File: src/bus_cycle_defs.svh
`ifndef BUS_CYCLE_DEFS_SVH
`define BUS_CYCLE_DEFS_SVH

// Register address and reset value
`define BCC_ADDR        8'h9D
`define BCC_RESET       8'hEB
// Field positions
`define BCC_PFQ_BIT     7
`define BCC_BC_BIT      6
`define BCC_WR_HI       5
`define BCC_WR_LO       4
`define BCC_RD_HI       3
`define BCC_RD_LO       2
`define BCC_CW_HI       1
`define BCC_CW_LO       0
// Cycle length bases and constant-read minimum in clocks
`define DATA_BASE_CLK   3'h4
`define CODE_BASE_CLK   3'h3
`define CONST_MIN_CLK   3'h4

`endif

File: src/bus_cycle_pkg.sv
package bus_cycle_pkg;

	typedef enum logic [2:0] {
		KIND_CODE  = 3'h1,
		KIND_CONST = 3'h2,
		KIND_DATA  = 3'h4
	} cycle_kind_t;

	typedef struct packed {
		logic       start;
		logic       is_code;
		logic       is_const;
		logic       is_read;
		logic       is_write;
		logic [15:0] addr;
		logic [7:0] wdata;
	} cycle_req_t;

	typedef enum logic [2:0] {
		ST_IDLE   = 3'h1,
		ST_ACTIVE = 3'h2,
		ST_STALL  = 3'h4
	} cycle_state_t;

endpackage : bus_cycle_pkg

File: src/bus_cycle_wait_control.sv
`timescale 1ns/1ps
`default_nettype none
`include "bus_cycle_defs.svh"

module bus_cycle_wait_control (
	// Clock and reset
	input  wire logic                      clk_sys_i,
	input  wire logic                      rst_n_i,
	// Special-function register port
	input  wire logic [7:0]                sfr_addr_i,
	input  wire logic                      sfr_wr_i,
	input  wire logic [7:0]                sfr_wdata_i,
	output logic      [7:0]                sfr_rdata_o,
	output logic                           sfr_hit_o,
	// Cycle request from the core
	input  wire bus_cycle_pkg::cycle_req_t req_i,
	input  wire logic                      abort_i,
	input  wire logic                      stall_i,
	input  wire logic                      pfq_speculative_i,
	input  wire logic                      bc_hit_i,
	// Bus side
	input  wire logic [15:0]               ad_in_i,
	output logic      [15:0]               ad_out_o,
	output logic      [15:0]               ad_oe_o,
	output logic                           code_fetch_strobe_o,
	output logic                           rd_strobe_o,
	output logic                           wr_strobe_o,
	// Results to the core
	output logic                           busy_o,
	output logic                           done_o,
	output logic      [15:0]               rdata_o,
	output logic                           prefetch_queue_enable_o,
	output logic                           branch_cache_enable_o,
	output logic                           fetch_allowed_o,
	output logic                           bc_hit_use_o
);

	// ==========================================================
	// Control register
	logic [7:0] bus_cycle_control;
	logic [7:0] next_bus_cycle_control;

	always_comb begin
		next_bus_cycle_control = bus_cycle_control;
		if (sfr_wr_i && sfr_addr_i == `BCC_ADDR) begin
			next_bus_cycle_control = sfr_wdata_i;
		end
	end

	always_ff @(posedge clk_sys_i or negedge rst_n_i) begin
		if (!rst_n_i) begin
			bus_cycle_control <= `BCC_RESET;
		end else begin
			bus_cycle_control <= next_bus_cycle_control;
		end
	end

	assign sfr_hit_o               = (sfr_addr_i == `BCC_ADDR);
	assign sfr_rdata_o             = sfr_hit_o ? bus_cycle_control : 8'h00;
	assign prefetch_queue_enable_o = bus_cycle_control[`BCC_PFQ_BIT];
	assign branch_cache_enable_o   = bus_cycle_control[`BCC_BC_BIT];
	// Speculative fetches gated when the queue is off; cache hits dropped when off
	assign fetch_allowed_o = prefetch_queue_enable_o | ~pfq_speculative_i;
	assign bc_hit_use_o    = branch_cache_enable_o & bc_hit_i;

	// ==========================================================
	// Cycle length, chosen from cycle type and its control field, never the address
	function automatic logic [2:0] cycle_len(input logic [7:0] ctl, input bus_cycle_pkg::cycle_req_t r);
		logic [2:0] len;
		len = 3'h0;
		if (r.is_code || r.is_const) begin
			len = `CODE_BASE_CLK + {1'b0, ctl[`BCC_CW_HI:`BCC_CW_LO]};
			if (r.is_const && len < `CONST_MIN_CLK) begin
				len = `CONST_MIN_CLK;
			end
		end else if (r.is_read) begin
			len = `DATA_BASE_CLK + {1'b0, ctl[`BCC_RD_HI:`BCC_RD_LO]};
		end else begin
			len = `DATA_BASE_CLK + {1'b0, ctl[`BCC_WR_HI:`BCC_WR_LO]};
		end
		return len;
	endfunction : cycle_len

	// ==========================================================
	// Cycle sequencer
	bus_cycle_pkg::cycle_state_t state;
	bus_cycle_pkg::cycle_state_t next_state;
	logic [2:0]  remain;
	logic [2:0]  next_remain;
	logic        cur_code;
	logic        next_cur_code;
	logic        cur_read;
	logic        next_cur_read;
	logic        cur_write;
	logic        next_cur_write;
	logic [15:0] cur_addr;
	logic [15:0] next_cur_addr;
	logic [7:0]  cur_wdata;
	logic [7:0]  next_cur_wdata;
	logic [15:0] rdata;
	logic [15:0] next_rdata;
	logic        done;
	logic        next_done;
	logic        last;

	assign last = (remain == 3'h1);

	always_comb begin
		next_state     = state;
		next_remain    = remain;
		next_cur_code  = cur_code;
		next_cur_read  = cur_read;
		next_cur_write = cur_write;
		next_cur_addr  = cur_addr;
		next_cur_wdata = cur_wdata;
		next_rdata     = rdata;
		next_done      = 1'b0;
		case (state)
			bus_cycle_pkg::ST_IDLE: begin
				if (req_i.start) begin
					// Length latched at start so a later write cannot reshape it
					next_remain    = cycle_len(bus_cycle_control, req_i);
					next_cur_code  = req_i.is_code | req_i.is_const;
					next_cur_read  = req_i.is_read;
					next_cur_write = req_i.is_write;
					next_cur_addr  = req_i.addr;
					next_cur_wdata = req_i.wdata;
					next_state     = bus_cycle_pkg::ST_ACTIVE;
				end
			end
			bus_cycle_pkg::ST_ACTIVE: begin
				if (cur_code && abort_i) begin
					next_state = bus_cycle_pkg::ST_IDLE;
				end else if (last && cur_code && stall_i) begin
					next_state = bus_cycle_pkg::ST_STALL;
				end else if (last) begin
					// Code takes all 16 lines, data only the low byte
					next_rdata = cur_code ? ad_in_i : {8'h00, ad_in_i[7:0]};
					next_done  = 1'b1;
					next_state = bus_cycle_pkg::ST_IDLE;
				end else begin
					next_remain = remain - 3'h1;
				end
			end
			bus_cycle_pkg::ST_STALL: begin
				if (abort_i) begin
					next_state = bus_cycle_pkg::ST_IDLE;
				end else if (!stall_i) begin
					next_rdata = ad_in_i;
					next_done  = 1'b1;
					next_state = bus_cycle_pkg::ST_IDLE;
				end
			end
			default: begin
				next_state = bus_cycle_pkg::ST_IDLE;
			end
		endcase
	end

	always_ff @(posedge clk_sys_i or negedge rst_n_i) begin
		if (!rst_n_i) begin
			state     <= bus_cycle_pkg::ST_IDLE;
			remain    <= 3'h0;
			cur_code  <= 1'b0;
			cur_read  <= 1'b0;
			cur_write <= 1'b0;
			cur_addr  <= 16'h0000;
			cur_wdata <= 8'h00;
			rdata     <= 16'h0000;
			done      <= 1'b0;
		end else begin
			state     <= next_state;
			remain    <= next_remain;
			cur_code  <= next_cur_code;
			cur_read  <= next_cur_read;
			cur_write <= next_cur_write;
			cur_addr  <= next_cur_addr;
			cur_wdata <= next_cur_wdata;
			rdata     <= next_rdata;
			done      <= next_done;
		end
	end

	// ==========================================================
	// Bus pins
	logic active;
	assign active              = (state != bus_cycle_pkg::ST_IDLE);
	assign busy_o              = active;
	assign done_o              = done;
	assign rdata_o             = rdata;
	assign code_fetch_strobe_o = active & cur_code;
	assign rd_strobe_o         = active & cur_read & ~cur_code;
	assign wr_strobe_o         = active & cur_write & ~cur_code;
	// Write data drives only the low byte
	assign ad_out_o = (active && cur_write && !cur_code) ? {8'h00, cur_wdata} : cur_addr;
	assign ad_oe_o  = (active && cur_write && !cur_code) ? 16'h00FF : 16'h0000;

	// ==========================================================
	// Checks
	property p_reset_value;
		@(posedge clk_sys_i) $rose(rst_n_i)
		|-> bus_cycle_control == `BCC_RESET && prefetch_queue_enable_o && branch_cache_enable_o;
	endproperty
	a_reset_value: assert property (p_reset_value) else $error("bad reset value");

	property p_pfq_bit;
		@(posedge clk_sys_i) disable iff (!rst_n_i)
		(sfr_wr_i && sfr_addr_i == `BCC_ADDR)
		|=> prefetch_queue_enable_o == $past(sfr_wdata_i[7]) && branch_cache_enable_o == $past(sfr_wdata_i[6]);
	endproperty
	a_pfq_bit: assert property (p_pfq_bit) else $error("enable bits mismatch");

	property p_write_takes;
		@(posedge clk_sys_i) disable iff (!rst_n_i)
		(sfr_wr_i && sfr_addr_i == 8'h9D) |=> bus_cycle_control == $past(sfr_wdata_i);
	endproperty
	a_write_takes: assert property (p_write_takes) else $error("register write lost");

	property p_read_len;
		@(posedge clk_sys_i) disable iff (!rst_n_i)
		(state == bus_cycle_pkg::ST_IDLE && req_i.start && req_i.is_read && !req_i.is_code && !req_i.is_const)
		|=> remain == 3'h4 + {1'b0, $past(bus_cycle_control[3:2])};
	endproperty
	a_read_len: assert property (p_read_len) else $error("read length wrong");

	property p_write_len;
		@(posedge clk_sys_i) disable iff (!rst_n_i)
		(state == bus_cycle_pkg::ST_IDLE && req_i.start && req_i.is_write && !req_i.is_read
		 && !req_i.is_code && !req_i.is_const)
		|=> remain == 3'h4 + {1'b0, $past(bus_cycle_control[5:4])};
	endproperty
	a_write_len: assert property (p_write_len) else $error("write length wrong");

	property p_const_min;
		@(posedge clk_sys_i) disable iff (!rst_n_i)
		(state == bus_cycle_pkg::ST_IDLE && req_i.start && req_i.is_const) |=> remain >= 3'h4;
	endproperty
	a_const_min: assert property (p_const_min) else $error("constant read too short");

	property p_data_no_stall;
		@(posedge clk_sys_i) disable iff (!rst_n_i)
		!cur_code |-> state != bus_cycle_pkg::ST_STALL;
	endproperty
	a_data_no_stall: assert property (p_data_no_stall) else $error("data cycle stalled");

	property p_stall_holds;
		@(posedge clk_sys_i) disable iff (!rst_n_i)
		(state == bus_cycle_pkg::ST_STALL && stall_i && !abort_i) |=> state == bus_cycle_pkg::ST_STALL && !done;
	endproperty
	a_stall_holds: assert property (p_stall_holds) else $error("stall not honoured");

	property p_data_low_byte;
		@(posedge clk_sys_i) disable iff (!rst_n_i)
		(done && !$past(cur_code)) |-> rdata_o[15:8] == 8'h00;
	endproperty
	a_data_low_byte: assert property (p_data_low_byte) else $error("data read wider than byte");

	// Busy-cycle counter, so the data checks measure a cycle instead of trusting remain
	logic [3:0] span;
	logic [3:0] next_span;
	logic [2:0] span_len;
	logic [2:0] next_span_len;

	always_comb begin
		next_span     = span;
		next_span_len = span_len;
		if (state == bus_cycle_pkg::ST_IDLE && req_i.start) begin
			next_span     = 4'h0;
			next_span_len = cycle_len(bus_cycle_control, req_i);
		end else if (active && span != 4'hF) begin
			next_span = span + 4'h1;
		end
	end

	always_ff @(posedge clk_sys_i or negedge rst_n_i) begin
		if (!rst_n_i) begin
			span     <= 4'h0;
			span_len <= 3'h0;
		end else begin
			span     <= next_span;
			span_len <= next_span_len;
		end
	end

	property p_data_span;
		@(posedge clk_sys_i) disable iff (!rst_n_i)
		(done && !$past(cur_code)) |-> span == {1'b0, span_len};
	endproperty
	a_data_span: assert property (p_data_span) else $error("data cycle length not as programmed");

	property p_len_frozen;
		@(posedge clk_sys_i) disable iff (!rst_n_i)
		(state == bus_cycle_pkg::ST_ACTIVE && !last && !(cur_code && abort_i))
		|=> state == bus_cycle_pkg::ST_ACTIVE && remain == $past(remain) - 3'h1;
	endproperty
	a_len_frozen: assert property (p_len_frozen) else $error("cycle length changed in flight");

	property p_abort_ends;
		@(posedge clk_sys_i) disable iff (!rst_n_i)
		(state != bus_cycle_pkg::ST_IDLE && cur_code && abort_i)
		|=> state == bus_cycle_pkg::ST_IDLE && !done;
	endproperty
	a_abort_ends: assert property (p_abort_ends) else $error("aborted fetch still completed");

endmodule : bus_cycle_wait_control
`default_nettype wire

File: config.mk
export PLATFORM = sky130hd
export DESIGN_NAME = bus_cycle_wait_control
export DESIGN_NICKNAME = d
export VERILOG_FILES = /design/src/bus_cycle_pkg.sv /design/src/bus_cycle_wait_control.sv
export VERILOG_INCLUDE_DIRS = /design/src
export SDC_FILE = /design/constraint.sdc
export NUM_CORES = 1
export LEC_CHECK = 0
export CAP_MARGIN = 20
export CORE_UTILIZATION = 63
export DETAILED_ROUTE_END_ITERATION = 7
export DONT_BUFFER_PORTS = 1
export GPL_TIMING_DRIVEN = 0
export PLACE_DENSITY = 0.87
export SYNTH_ARGS = -nofsm -noshare
export SYNTH_HDL_FRONTEND = slang
export SYNTH_SLANG_ARGS = --single-unit
export TNS_END_PERCENT = 20
File: constraint.sdc
create_clock -name clk_sys_i -period 2.58 [get_ports clk_sys_i]
set_input_delay 0.258 -clock clk_sys_i [delete_from_list [all_inputs] [get_ports clk_sys_i]]
set_output_delay 0.258 -clock clk_sys_i [all_outputs]
set_load 0.03 [all_outputs]
==> metrics.log <==
INFO  metric yosysWarnings = 0
INFO  metric number_of_vias_in_the_routed_layout = 1746
INFO  metric first_global_vias = 1734
INFO  metric tritoncts = done
INFO  metric synth.cell_area = 2860 sq um
INFO  metric cpMaxStageDelayCell = sky130_fd_sc_hd__mux2_2
INFO  metric floorplan.io_pins = 134
INFO  metric seq_power_share = 0.430
INFO  metric setup.worst_path.start_class = flop
INFO  metric floorplan.die.width = 69.4 microns
INFO  metric worstPathRequired = 2.32 ns
INFO  metric asyncSetResetFlopFracSynth = 1.00
INFO  metric finalWorstPathRequiredPeriod = 2.37 ns
INFO  metric power_switching = 1.70 mW
INFO  metric register_area = 1460 sq um
INFO  metric layout.filler_cells = 300
INFO  metric postSynthRegisterBits = 58
INFO  metric floorplan.initialDensity = 0.657
INFO  metric synth_ff_type = sky130_fd_sc_hd__dfrtp_1
INFO  metric power.share.combinational = 0.398
INFO  metric critPathKind = flop to output port
INFO  metric final_hold_viol_count = 0
INFO  metric maxSlewHeadroom = 0.314
INFO  metric outcome = complete, no violations
INFO  metric htree_num_levels = 3
INFO  metric grt_pass1_wl = 8.21 mm
INFO  metric detailed_place.area = 2950 sq um
INFO  metric synth_area_leader_cell = sky130_fd_sc_hd__dfrtp_1
INFO  metric grt_setup_unrepaired = false
INFO  metric synth_area_leaders = sky130_fd_sc_hd__dfrtp_1, sky130_fd_sc_hd__mux2_2, sky130_fd_sc_hd__dfstp_2
INFO  metric critical_path_endpoint_category = output port
INFO  metric route.antenna.remaining_nets = 0
INFO  metric crit_arrival = 2.11 ns
INFO  metric layout-area-overhead-vs-synth = 11.8%
INFO  metric finalNetCount = 331
INFO  metric gp_weighted_congestion = 0.736
INFO  metric cts-root-buf = sky130_fd_sc_hd__clkbuf_8
INFO  metric critical_path.max_fanout = 18
INFO  metric synthDistinctLibCells = 39
INFO  metric tns = 0 ns
INFO  metric first_pass_drt_iterations = 4
INFO  metric syn_inst = 235
INFO  metric grt_max_degree = 59
INFO  metric layout-drive-gt1-share = 0.389
INFO  metric max-clock-path-buffers = 2
INFO  metric worst_vdd_rail_ir_drop = 0.000807 V
INFO  metric clock_latency = 0.33 ns
INFO  metric placement_rows = 24
INFO  metric static-leakage-power = 1.44 nW
INFO  metric wire_per_inst = 16.3 microns
INFO  metric clock_sink_count = 58
INFO  metric crit_chain = nor2_1 -> and2_1 -> nor3b_4 -> buf_4 -> mux2_2
INFO  metric timing.critical_path.slowest_cell_delay = 0.46 ns
INFO  metric antenna_found_initial = 0
INFO  metric globalRouteTotalUtil = 0.225
INFO  metric globalRouteOverflowTotal = 0
INFO  metric cts-buffers-inserted = 9
INFO  metric setup_violations = 0
INFO  metric max_cap_viol_count = 0
INFO  metric worst_hold_path_type = input pin to flop
INFO  metric multi_input_comb_area = 1210 sq um
INFO  metric totalWireLength = 5.16 mm
INFO  metric internal-power = 2.25 mW
INFO  metric fmaxAchievable = 422 MHz
INFO  metric power_per_cell_area = 1230 nW/um^2
INFO  metric core_region_area = 4350 sq um
INFO  metric synth.top_cell.area_share = 0.446
INFO  metric first_iter_violations = 50
INFO  metric share_clk_of_total_power = 0.171
INFO  metric slew_violations = 0
INFO  metric finalPower = 3.95 mW
INFO  metric antenna_cells_inserted = 0
INFO  metric die_h = 69.4 microns
INFO  metric path_clk_slew = 0.06 ns
INFO  metric min_period_over_period = 0.919
INFO  metric avgSynthCellArea = 12.2 sq um
INFO  metric io_buffer_count = 0
INFO  metric power.share.switching = 0.430
INFO  metric synth_seq_area_share = 0.510
INFO  metric post_drt_via_cell_ratio = 5.51
INFO  metric drt_drc_violations_left = 0
INFO  metric finish.instance_area = 3200 sq um
INFO  metric worstMarginPinSlew = 1.03 ns
INFO  metric number_of_enable_flip_flop_cells_after_synthesis = 0
INFO  metric fin_worst_skew = 0.00659 ns
INFO  metric postLayoutCoreUtil = 0.735
INFO  metric synth_common_cells = sky130_fd_sc_hd__dfrtp_1, sky130_fd_sc_hd__mux2_2, sky130_fd_sc_hd__buf_4
INFO  metric dp_hpwl = 3.61 mm
INFO  metric die_area = 4820 sq um
## power by group through the flow
| stage | Combinational, mW | Sequential, mW | Clock (mW) |
|---|---|---|---|
| CTS | 1.57 | 1.70 | 0.694 |
| detailed placement | 1.53 | 1.71 | 0 |
| global route | 1.71 | 1.75 | 0.731 |
| floorplan | 1.38 | 1.65 | 0 |
| global placement | 1.49 | 1.69 | 0 |
| finish | 1.57 | 1.70 | 0.677 |
## worst paths after layout
check | cells past startpoint | startpoint | to | slack [ns]
worst max-delay path | 5 | state[2] | ad_out_o[2] | 0.21
worst min-delay path | 2 | ad_in_i[10] | rdata_o[10] | 0.07
worst max register to register | 5 | state[2] | rdata_o[6] | 0.41
worst min register to register | 1 | cur_addr[11] | cur_addr[11] | 0.50
max in group asynchronous | 2 | rst_n_i | bus_cycle_control[5] | 1.81
min in group asynchronous | 2 | rst_n_i | cur_addr[8] | 0.47
## area by class of cell
| class | instances | share of cell area |
|---|---|---|
| clock inverters | 6 | 0.0106 |
| repair buffers | 7 | 0.0242 |
| inverters | 15 | 0.0176 |
| flip-flops and latches | 58 | 0.456 |
| plain buffers | 24 | 0.0532 |
| well taps | 52 | 0.0203 |
| clock buffers | 10 | 0.0399 |
| multi-input cells | 145 | 0.378 |
## routing by layer
metal / vias to the layer above / track usage / routed length [microns]
met5: - / 0 / 0
met4: 0 / 0.0884 / 57
met3: 5 / 0.102 / 487
met2: 88 / 0.354 / 2580
met1: 826 / 0.269 / 2040
li1: 827 / - / -
## flip-flops by register name (all words and copies together), names as in the netlist
signal             count
state                  3
done_o                 1
bus_cycle_control      8
cur_code               1
remain                 3
rdata_o               16
cur_write              1
cur_wdata              8
cur_read               1
cur_addr              16
## critical path, delay by kind of cell, from the launching register on
family / cells / cell delay (ns)
flops: 1 / 0.42
simple gates: 3 / 0.57
buf+inv: 1 / 0.32
mux: 1 / 0.46
## cells in the final DEF (no fill, tap or decap), types with 7 or more instances in the layout
cell type / n
sky130_fd_sc_hd__dfstp_2: 7
sky130_fd_sc_hd__clkbuf_8: 9
sky130_fd_sc_hd__conb_1: 8
sky130_fd_sc_hd__nor2b_1: 10
sky130_fd_sc_hd__and2_1: 9
sky130_fd_sc_hd__dfrtp_1: 51
sky130_fd_sc_hd__mux2_2: 51
sky130_fd_sc_hd__nand2_1: 15
sky130_fd_sc_hd__mux2i_1: 9
sky130_fd_sc_hd__inv_1: 15
sky130_fd_sc_hd__buf_4: 21
## metrics by stage
stage          setup WS (ns)  hold WS, ns  std cells
3_3_place_gp           0.135      -0.0366        294
4_1_cts               0.0583       0.0587        313
6_report               0.209       0.0737        317
3_5_place_dp           0.139      -0.0366        294
2_1_floorplan          0.439      -0.0376        242
5_1_grt               0.0810       0.0515        317
## cells by family (layout without fill, tap and decap cells)
family / Yosys count / count (layout) / synth area share
buf+inv: 39 / 62 / 0.0783
other cells: 1 / 8 / 0.00131
compound gates: 17 / 17 / 0.0433
mux: 61 / 61 / 0.237
flops: 58 / 58 / 0.510
simple gates: 56 / 56 / 0.116
fa+ha+maj: 3 / 3 / 0.0131
## timing repair
| action | CTS | global route |
|---|---|---|
| buffers inserted | 0 | 4 |
| hold buffers | 3 | 0 |
| setup endpoints to repair | 9 | 1 |
| pin swaps | 0 | 1 |
| gates resized for setup | 2 | 0 |
| endpoints found under the hold margin | 59 | 0 |
Note: power is estimated with default switching activity, not from simulation.
